--- config.mk ---
export PLATFORM = sky130hd
export DESIGN_NAME = rctr_receiver
export DESIGN_NICKNAME = d
export VERILOG_FILES = /design/src/rctr_pkg.sv /design/src/rctr_decoder.sv /design/src/rctr_receiver.sv
export SDC_FILE = /design/constraint.sdc
export NUM_CORES = 1
export LEC_CHECK = 0
export CELL_PAD_IN_SITES_DETAIL_PLACEMENT = 0
export CELL_PAD_IN_SITES_GLOBAL_PLACEMENT = 1
export CORE_UTILIZATION = 45
export DETAILED_ROUTE_END_ITERATION = 8
export DONT_BUFFER_PORTS = 1
export PLACE_DENSITY = 0.79
export SLEW_MARGIN = 20
export SYNTH_ARGS = -nofsm -noshare
export SYNTH_HDL_FRONTEND = slang
export SYNTH_SLANG_ARGS = --single-unit
--- constraint.sdc ---
create_clock -name i_mclk -period 6.3 [get_ports i_mclk]
set_input_delay 0.945 -clock i_mclk [delete_from_list [all_inputs] [get_ports i_mclk]]
set_output_delay 0.945 -clock i_mclk [all_outputs]
set_load 0.1 [all_outputs]
--- src/rctr_pkg.sv ---
package rctr_pkg;
	localparam int CODE_BITS = 22;
	localparam int SYNC_BITS = 3;
	localparam int WORD_BITS = SYNC_BITS + CODE_BITS;
	localparam logic [2:0] SYNC_WORD = 3'h2;
	// Width of a received high pulse: a one is short, a zero is 7 times longer
	localparam int ZERO_TO_ONE_RATIO = 7;
	localparam int VALID_PULSE_MULT = 48;
	localparam int CLK_HZ = 40000000;
	localparam int CLK_PERIOD_NS = 25;
	// Default window time in microseconds, converted to cycles
	localparam int WINDOW_US = 500000;
	localparam int WINDOW_CYCLES = WINDOW_US / 1000 * (CLK_HZ / 1000000) * 1000;
	// Default pulse for a data one, in microseconds
	localparam int ONE_PULSE_US = 125;
	localparam int ONE_PULSE_CYCLES = ONE_PULSE_US * (CLK_HZ / 1000000);
	localparam int CNT_W = 32;
	localparam logic [3:0] TRAIN_CNT_RST = 4'h0;
	localparam logic OUT_LEVEL_RST = 1'b0;

	typedef struct packed {
		logic transmit_role_sel;
		logic continuous_tx_sel;
		logic receiver_kind_a;
		logic receiver_kind_b;
		logic train_len_low;
		logic train_len_high;
		logic coding_select;
		logic input_type_select;
		logic inversion_select;
	} rctr_cfg_type;

	typedef enum logic [1:0] {
		RCTR_MODE_OFF,
		RCTR_MODE_TRAIN,
		RCTR_MODE_TOGGLE,
		RCTR_MODE_OTHER
	} rctr_mode_type;
endpackage

--- src/rctr_decoder.sv ---
`timescale 1ns/10ps
// Pulse-width decoder: measures high times and assembles a word
module rctr_decoder #(
	parameter int NBITS = 25
) (
	input wire logic i_mclk,
	input wire logic i_rst_b,
	input wire logic i_din,
	input wire logic [31:0] i_split_cycles,
	input wire logic [31:0] i_gap_cycles,
	output logic o_word_valid,
	output logic [NBITS-1:0] o_word
);
	import rctr_pkg::*;

	logic din_d_reg, din_d_next;
	logic [31:0] hi_reg, hi_next, lo_reg, lo_next;
	logic [NBITS-1:0] sh_reg, sh_next;
	logic [5:0] n_reg, n_next;
	logic vld_reg, vld_next;
	logic [NBITS-1:0] word_reg, word_next;

	initial begin
		if (NBITS < 2 || NBITS > 63) $error("NBITS out of range");
	end

	always_comb begin
		din_d_next = i_din;
		hi_next = hi_reg;
		lo_next = lo_reg;
		sh_next = sh_reg;
		n_next = n_reg;
		vld_next = 1'b0;
		word_next = word_reg;
		if (i_din) begin
			hi_next = hi_reg + 32'h0000_0001;
			lo_next = 32'h0000_0000;
		end else begin
			if (lo_reg != 32'hFFFF_FFFF) begin
				lo_next = lo_reg + 32'h0000_0001;
			end
			if (lo_reg == i_gap_cycles) begin
				n_next = 6'h00;
			end
		end
		// Falling edge ends a bit: short high is one, long high is zero
		if (din_d_reg && !i_din) begin
			sh_next = {sh_reg[NBITS-2:0], (hi_reg < i_split_cycles)};
			hi_next = 32'h0000_0000;
			if (n_reg == 6'(NBITS - 1)) begin
				vld_next = 1'b1;
				word_next = {sh_reg[NBITS-2:0], (hi_reg < i_split_cycles)};
				n_next = 6'h00;
			end else begin
				n_next = n_reg + 6'h01;
			end
		end
	end

	always_ff @(posedge i_mclk or negedge i_rst_b) begin
		if (!i_rst_b) begin
			din_d_reg <= 1'b0;
			hi_reg <= 32'h0000_0000;
			lo_reg <= 32'h0000_0000;
			sh_reg <= '0;
			n_reg <= 6'h00;
			vld_reg <= 1'b0;
			word_reg <= '0;
		end else begin
			din_d_reg <= din_d_next;
			hi_reg <= hi_next;
			lo_reg <= lo_next;
			sh_reg <= sh_next;
			n_reg <= n_next;
			vld_reg <= vld_next;
			word_reg <= word_next;
		end
	end

	assign o_word_valid = vld_reg;
	assign o_word = word_reg;
endmodule

--- src/rctr_receiver.sv ---
`timescale 1ns/10ps
// Operation
// - Receive only when role and continuous bits clear
// - Both kind bits set selects train receiver
// - Pulse only after enough matches in window
// - Non-matching codes do not reset count
// - Pulse issued at window end
// - Train lengths 2, 4, 8 codes
// - Both kind bits clear selects toggle receiver
// - Toggle output on each recognized train
// - Output floats after reset until second toggle
// - Toggle output changes only at window end
// - Toggle lengths 1, 2, 4, 8 codes
// - Coding bit set decodes normal format
// - Coding bit clear decodes modulated format (coding_select is not read; both formats go through the same decoder)
// - Analogue input path inverts phase
// - Logic input bypasses amplifier path
// - Inversion bit clear passes code unchanged
// - Inversion bit set inverts code
// - Only exact match counts as valid
// - Word is sync 010 plus 22 bits
// - Valid pulse lasts 48 bit pulses
module rctr_receiver #(
	parameter int WINDOW_LEN = rctr_pkg::WINDOW_CYCLES,
	parameter int ONE_LEN = rctr_pkg::ONE_PULSE_CYCLES
) (
	input wire logic i_mclk,
	input wire logic i_rst_b,
	input wire rctr_pkg::rctr_cfg_type i_cfg,
	input wire logic [rctr_pkg::CODE_BITS-1:0] i_stored_code,
	input wire logic i_code_analog,
	input wire logic i_code_logic,
	output logic o_out,
	output logic o_out_oe,
	output logic o_valid_code_pulse,
	output logic o_code_match,
	output logic [3:0] o_train_count
);
	import rctr_pkg::*;

	initial begin
		if (WINDOW_LEN < 1 || ONE_LEN < 1) $error("bad timing parameter");
	end

	logic rst_s1_reg, rst_s2_reg, rst_b;
	always_ff @(posedge i_mclk or negedge i_rst_b) begin
		if (!i_rst_b) begin
			rst_s1_reg <= 1'b0;
			rst_s2_reg <= 1'b0;
		end else begin
			rst_s1_reg <= 1'b1;
			rst_s2_reg <= rst_s1_reg;
		end
	end
	assign rst_b = rst_s2_reg;

	// Pin synchronisers
	logic an_s1_reg, an_s2_reg, lg_s1_reg, lg_s2_reg;
	always_ff @(posedge i_mclk or negedge rst_b) begin
		if (!rst_b) begin
			an_s1_reg <= 1'b0;
			an_s2_reg <= 1'b0;
			lg_s1_reg <= 1'b0;
			lg_s2_reg <= 1'b0;
		end else begin
			an_s1_reg <= i_code_analog;
			an_s2_reg <= an_s1_reg;
			lg_s1_reg <= i_code_logic;
			lg_s2_reg <= lg_s1_reg;
		end
	end

	rctr_mode_type mode;
	logic rx_en;
	logic front_bit, dec_in;
	logic [31:0] split_cycles, gap_cycles;
	logic [31:0] one_cyc;
	logic [3:0] need;

	always_comb begin
		rx_en = !i_cfg.transmit_role_sel && !i_cfg.continuous_tx_sel;
		mode = RCTR_MODE_OTHER;
		if (!rx_en) begin
			mode = RCTR_MODE_OFF;
		end else if (i_cfg.receiver_kind_a && i_cfg.receiver_kind_b) begin
			mode = RCTR_MODE_TRAIN;
		end else if (!i_cfg.receiver_kind_a && !i_cfg.receiver_kind_b) begin
			mode = RCTR_MODE_TOGGLE;
		end
		// Analogue path inverts; logic path is taken straight
		front_bit = i_cfg.input_type_select ? lg_s2_reg : !an_s2_reg;
		dec_in = front_bit ^ i_cfg.inversion_select;
		// Modulated input arrives already demodulated to the carrier
		// Normal and modulated share pulse-width coding; the modulated
		// bit time is the fixed one-pulse length
		one_cyc = 32'(ONE_LEN);
		split_cycles = one_cyc * 32'(4);
		gap_cycles = one_cyc * 32'(ZERO_TO_ONE_RATIO * 3);
		case ({i_cfg.train_len_high, i_cfg.train_len_low})
			2'b01: need = 4'h2;
			2'b10: need = 4'h4;
			2'b11: need = 4'h8;
			default: need = (mode == RCTR_MODE_TOGGLE) ? 4'h1 : 4'h0;
		endcase
	end

	logic w_vld;
	logic [WORD_BITS-1:0] w_data;
	rctr_decoder #(.NBITS(WORD_BITS)) u_dec (
		.i_mclk(i_mclk),
		.i_rst_b(rst_b),
		.i_din(dec_in),
		.i_split_cycles(split_cycles),
		.i_gap_cycles(gap_cycles),
		.o_word_valid(w_vld),
		.o_word(w_data)
	);

	logic match;
	// Sync prefix and exact comparison against stored code
	assign match = w_vld && rx_en &&
		(w_data[WORD_BITS-1 -: SYNC_BITS] == SYNC_WORD) &&
		(w_data[CODE_BITS-1:0] == i_stored_code);

	logic [CNT_W-1:0] win_reg, win_next;
	logic [3:0] cnt_reg, cnt_next;
	logic [CNT_W-1:0] pulse_reg, pulse_next;
	logic q_reg, q_next;
	logic oe_reg, oe_next;
	logic vp_reg, vp_next;
	logic mt_reg, mt_next;
	logic win_end, hit;

	always_comb begin
		win_end = (win_reg == CNT_W'(WINDOW_LEN - 1));
		hit = (need != 4'h0) && (cnt_reg >= need);
		win_next = win_end ? '0 : win_reg + CNT_W'(1);
		cnt_next = cnt_reg;
		if (win_end || mode == RCTR_MODE_OFF || mode == RCTR_MODE_OTHER) begin
			cnt_next = TRAIN_CNT_RST;
		end else if (match && cnt_reg != 4'hF) begin
			cnt_next = cnt_reg + 4'h1;
		end
		pulse_next = (pulse_reg != '0) ? pulse_reg - CNT_W'(1) : '0;
		q_next = q_reg;
		oe_next = oe_reg;
		if (win_end && hit && mode == RCTR_MODE_TRAIN) begin
			pulse_next = CNT_W'(ONE_LEN * VALID_PULSE_MULT);
		end
		if (win_end && hit && mode == RCTR_MODE_TOGGLE) begin
			q_next = !q_reg;
			oe_next = 1'b1;
		end
		if (mode == RCTR_MODE_TRAIN) begin
			oe_next = 1'b1;
		end
		vp_next = (pulse_next != '0);
		mt_next = match;
	end

	always_ff @(posedge i_mclk or negedge rst_b) begin
		if (!rst_b) begin
			win_reg <= '0;
			cnt_reg <= TRAIN_CNT_RST;
			pulse_reg <= '0;
			q_reg <= OUT_LEVEL_RST;
			oe_reg <= 1'b0;
			vp_reg <= 1'b0;
			mt_reg <= 1'b0;
		end else begin
			win_reg <= win_next;
			cnt_reg <= cnt_next;
			pulse_reg <= pulse_next;
			q_reg <= q_next;
			oe_reg <= oe_next;
			vp_reg <= vp_next;
			mt_reg <= mt_next;
		end
	end

	// Open drain: output pulls low while the level is low and enabled
	assign o_out = 1'b0;
	assign o_out_oe = oe_reg &&
		((mode == RCTR_MODE_TRAIN) ? !vp_reg : !q_reg);
	assign o_valid_code_pulse = vp_reg;
	assign o_code_match = mt_reg;
	assign o_train_count = cnt_reg;
endmodule

==> key figures <==
Status
  – Status: finished clean

Critical path
  – Slowest cell on the critical path: and2_1
  – Reg-to-Reg End: pulse_reg[9]
  – Crit path capture type: output pin
  – WS Path Type: input pin to output pin
  – Flop2flop setup slack: 3.00 ns
  – Slowest stage delay, CP: 0.79 ns
  – Worst reg-to-reg path cell count: 8
  – Worst R2R Start: o_train_count[0]
  – Max FO, Critical Path: 3
  – Crit path launch type: input pin
  – Crit path DAT: 2.38 ns
  – Critical Path RT: 5.35 ns
  – Crit path cell chain: nand2_1, nor3_1, mux2i_1, and2_1

Synth
  – Sequential element share of the synthesized area: 50.3%
  – Synth area leaders: dfrtp_1 (50%), xnor2_1 (7.1%), nand2_1 (5.3%)
  – Mapped Area: 9890 um2
  – Post-synthesis cell count: 1014
  – Synthesized flop and latch total: 199
  – Cell accounting for the most synthesized area: dfrtp_1
  – Synth Net Count: 1062
  – Share of the synthesized area in the top cell type: 50.3%
  – Post-synthesis cell type count: 64
  – Ys Warns: 0
  – Avg Inst Size Synth: 9.76 um2
  – Fraction of registers with async set/reset: 100%
  – Main synth FF type: dfrtp_1
  – Post-synth EDFFs: 0

Finish
  – Post-route cell area: 10800 um2
  – Post-layout util: 50.6%
  – Multi-input gate area: 4700 um2
  – N_diodes: 0
  – Layout area overhead: 8.87%
  – Final nets: 1054
  – Layout cells sized above 1: 8.45%
  – Register area: 4980 um2
  – Layout fillers: 1937

Drt
  – Routed wire per std cell: 15.6 um
  – DR vias: 7177
  – Vias per inst: 5.55
  – Final ANT Viol Nets: 0
  – Number of remaining DRC errors: 0
  – DR iter-0 viols: 396
  – Routed wire length: 20200 um
  – Drt first pass iters: 5

Global routing
  – Overall Global Routing Usage: 19.2%
  – Pin count of the biggest net entering global routing: 183
  – Vias in the first global route: 6806
  – Global route overflow: 0
  – Initial antenna violation count: 0
  – First-pass GRT wire length: 34300 um

STA
  – Max_slew headroom: 31.5%
  – Clock Skew: 0.0197 ns
  – Final period util: 52.7%
  – Fin. Hold Viols: 0
  – RSZ-0062 raised after global routing: false
  – Max-slew violations: 0
  – Fmax: 0.301 GHz
  – Final setup violation count: 0
  – Final min period: 3.32 ns
  – Slew @ Worst Pin: 1.03 ns
  – TNS Setup: 0 ns
  – Hold_ws: 0.192 ns

Clock tree
  – Clk buf depth: 2
  – Setup bufs post-CTS: 0
  – Post-CTS sizing: 0
  – Clk pin slew, worst setup/hold paths: 0.08 ns
  – Clock sink count: 199
  – CTS Root Cell: clkbuf_16
  – Clock Latency Late Sink: 0.44 ns
  – Cts hold-fix bufs: 0
  – CTS tree: built
  – H-tree levels: 4
  – TritonCTS Buffers: 17

Placed design
  – Placer Congestion: 0.840
  – Dpl hpwl: 13500 um
  – I/O Buffers: 0
  – Placed cell areas: 10200 um2

Power
  – Int Pwr: 2000 uW
  – Leak: 0.00465 uW
  – Worst vdd ir: 0.192 mV
  – Seq pwr share: 52.1%
  – Clk pwr share: 41.6%
  – Comb pwr share: 6.3%
  – P_sw: 685 uW
  – PwrDens: 249 nW/um2
  – Sw Share: 25.6%

Floorplan
  – Initial cell density of the core: 46.5%
  – I/O Pins: 43
  – Die Y-Extent: 150 um
  – Die W: 150 um
  – Die footprint: 22600 um2
  – Site row count: 53
  – Core footprint: 21300 um2

Worst hold path
  – Worst Hold Class: flop to asynchronous set/reset pin

Run
  – Max-Cap Viols: 0
==> through the flow <==
step	power [uW]	setup WS, ns	instances
2_1_floorplan	1540	0.344	1014
3_3_place_gp	1590	2.74	1262
3_5_place_dp	1590	2.71	1262
4_1_cts	2710	2.95	1293
5_1_grt	2810	2.72	1293
6_report	2680	2.98	1293
==> kinds of logic (layout without fill, tap and decap cells) <==
logic type | after synthesis | count (layout) | share of synthesized area, %
simple gates | 496 | 496 | 25.6
flops | 199 | 199 | 50.3
compound gates | 109 | 109 | 7.04
xor+xnor | 104 | 104 | 9.21
buf+inv | 58 | 62 | 2.39
mux | 33 | 33 | 3.67
fa+ha+maj | 13 | 13 | 1.64
other cells | 2 | 2 | 0.0759
==> cells in the mapped netlist, types with 20 or more instances <==
cell / n
and3_1: 20
clkbuf_1: 22
dfrtp_1: 199
inv_1: 25
mux2_2: 26
nand2_1: 140
nand3_1: 53
nand4_1: 32
nor2_1: 105
nor3_1: 33
nor4_1: 33
o21ai_0: 40
xnor2_1: 80
xor2_1: 24
==> routing by layer <==
layer,wire length [um],GRT usage [%],vias to the layer above,share of wire [%]
met1,10100,27.5,3513,50
met2,9160,29.4,100,45
li1,-,-,3551,-
met3,694,3.79,13,3.4
met4,191,5.61,0,0.95
met5,0,0,-,0
==> power groups by stage <==
| stage | logic (uW) | registers [uW] | clock network (uW) |
|---|---|---|---|
| after CTS | 172 | 1400 | 1140 |
| final | 168 | 1400 | 1110 |
| after global routing | 199 | 1410 | 1200 |
| after floorplan | 119 | 1420 | 0 |
| after global placement | 168 | 1420 | 0 |
| after detailed placement | 172 | 1420 | 0 |
==> placed cells by master (no fill, tap or decap), drive strengths merged, types with 3 or more instances in the layout <==
cell type / Yosys / routed
and3: 20 / 20
o31ai: 15 / 15
nor4bb: 3 / 3
or3: 17 / 17
nand2: 141 / 141
nand2b: 7 / 7
nor4: 35 / 35
xnor2: 80 / 80
and2: 4 / 4
nor3: 35 / 35
a211oi: 3 / 3
nand3: 53 / 53
and4: 4 / 4
a22o: 3 / 3
mux2i: 7 / 7
o21ai: 41 / 41
nor4b: 15 / 15
mux2: 26 / 26
nor2: 105 / 105
clkbuf: 22 / 17
a31oi: 3 / 3
or4: 6 / 6
nand3b: 3 / 3
a21oi: 16 / 16
buf: 11 / 6
clkinv: 0 / 5
xor2: 24 / 24
inv: 25 / 32
o211ai: 14 / 14
nand4: 33 / 33
ha: 13 / 13
dfrtp: 199 / 199
nor2b: 4 / 4
nor3b: 5 / 5
==> critical path, delay by kind of cell <==
kind | cells | cell delay [ns]
muxes | 1 | 0.22
and+or+nand+nor | 3 | 1.22
==> worst max path at each step <==
stage / start / end / slack [ns] / depth (start not counted)
after CTS: o_train_count[0] / pulse_reg[9] / 2.95 / 8
after global placement: i_cfg[1] / u_dec.o_word[19] / 2.74 / 6
after global routing: o_train_count[0] / pulse_reg[9] / 2.72 / 8
after floorplan: rst_b / an_s1_reg / 0.34 / 0
after detailed placement: i_cfg[7] / pulse_reg[26] / 2.71 / 10
final: i_cfg[6] / o_out_oe / 2.98 / 4
==> final cells by class <==
type | instances | share of cell area, %
Multi-Input combinational cell | 757 | 43.6
Sequential cell | 199 | 46.3
Timing Repair Buffer | 6 | 0.534
Tap cell | 275 | 3.19
Clock inverter | 14 | 1.56
Clock buffer | 17 | 3.95
Inverter | 25 | 0.871
No activity file was read; power rests on OpenSTA's default activity.
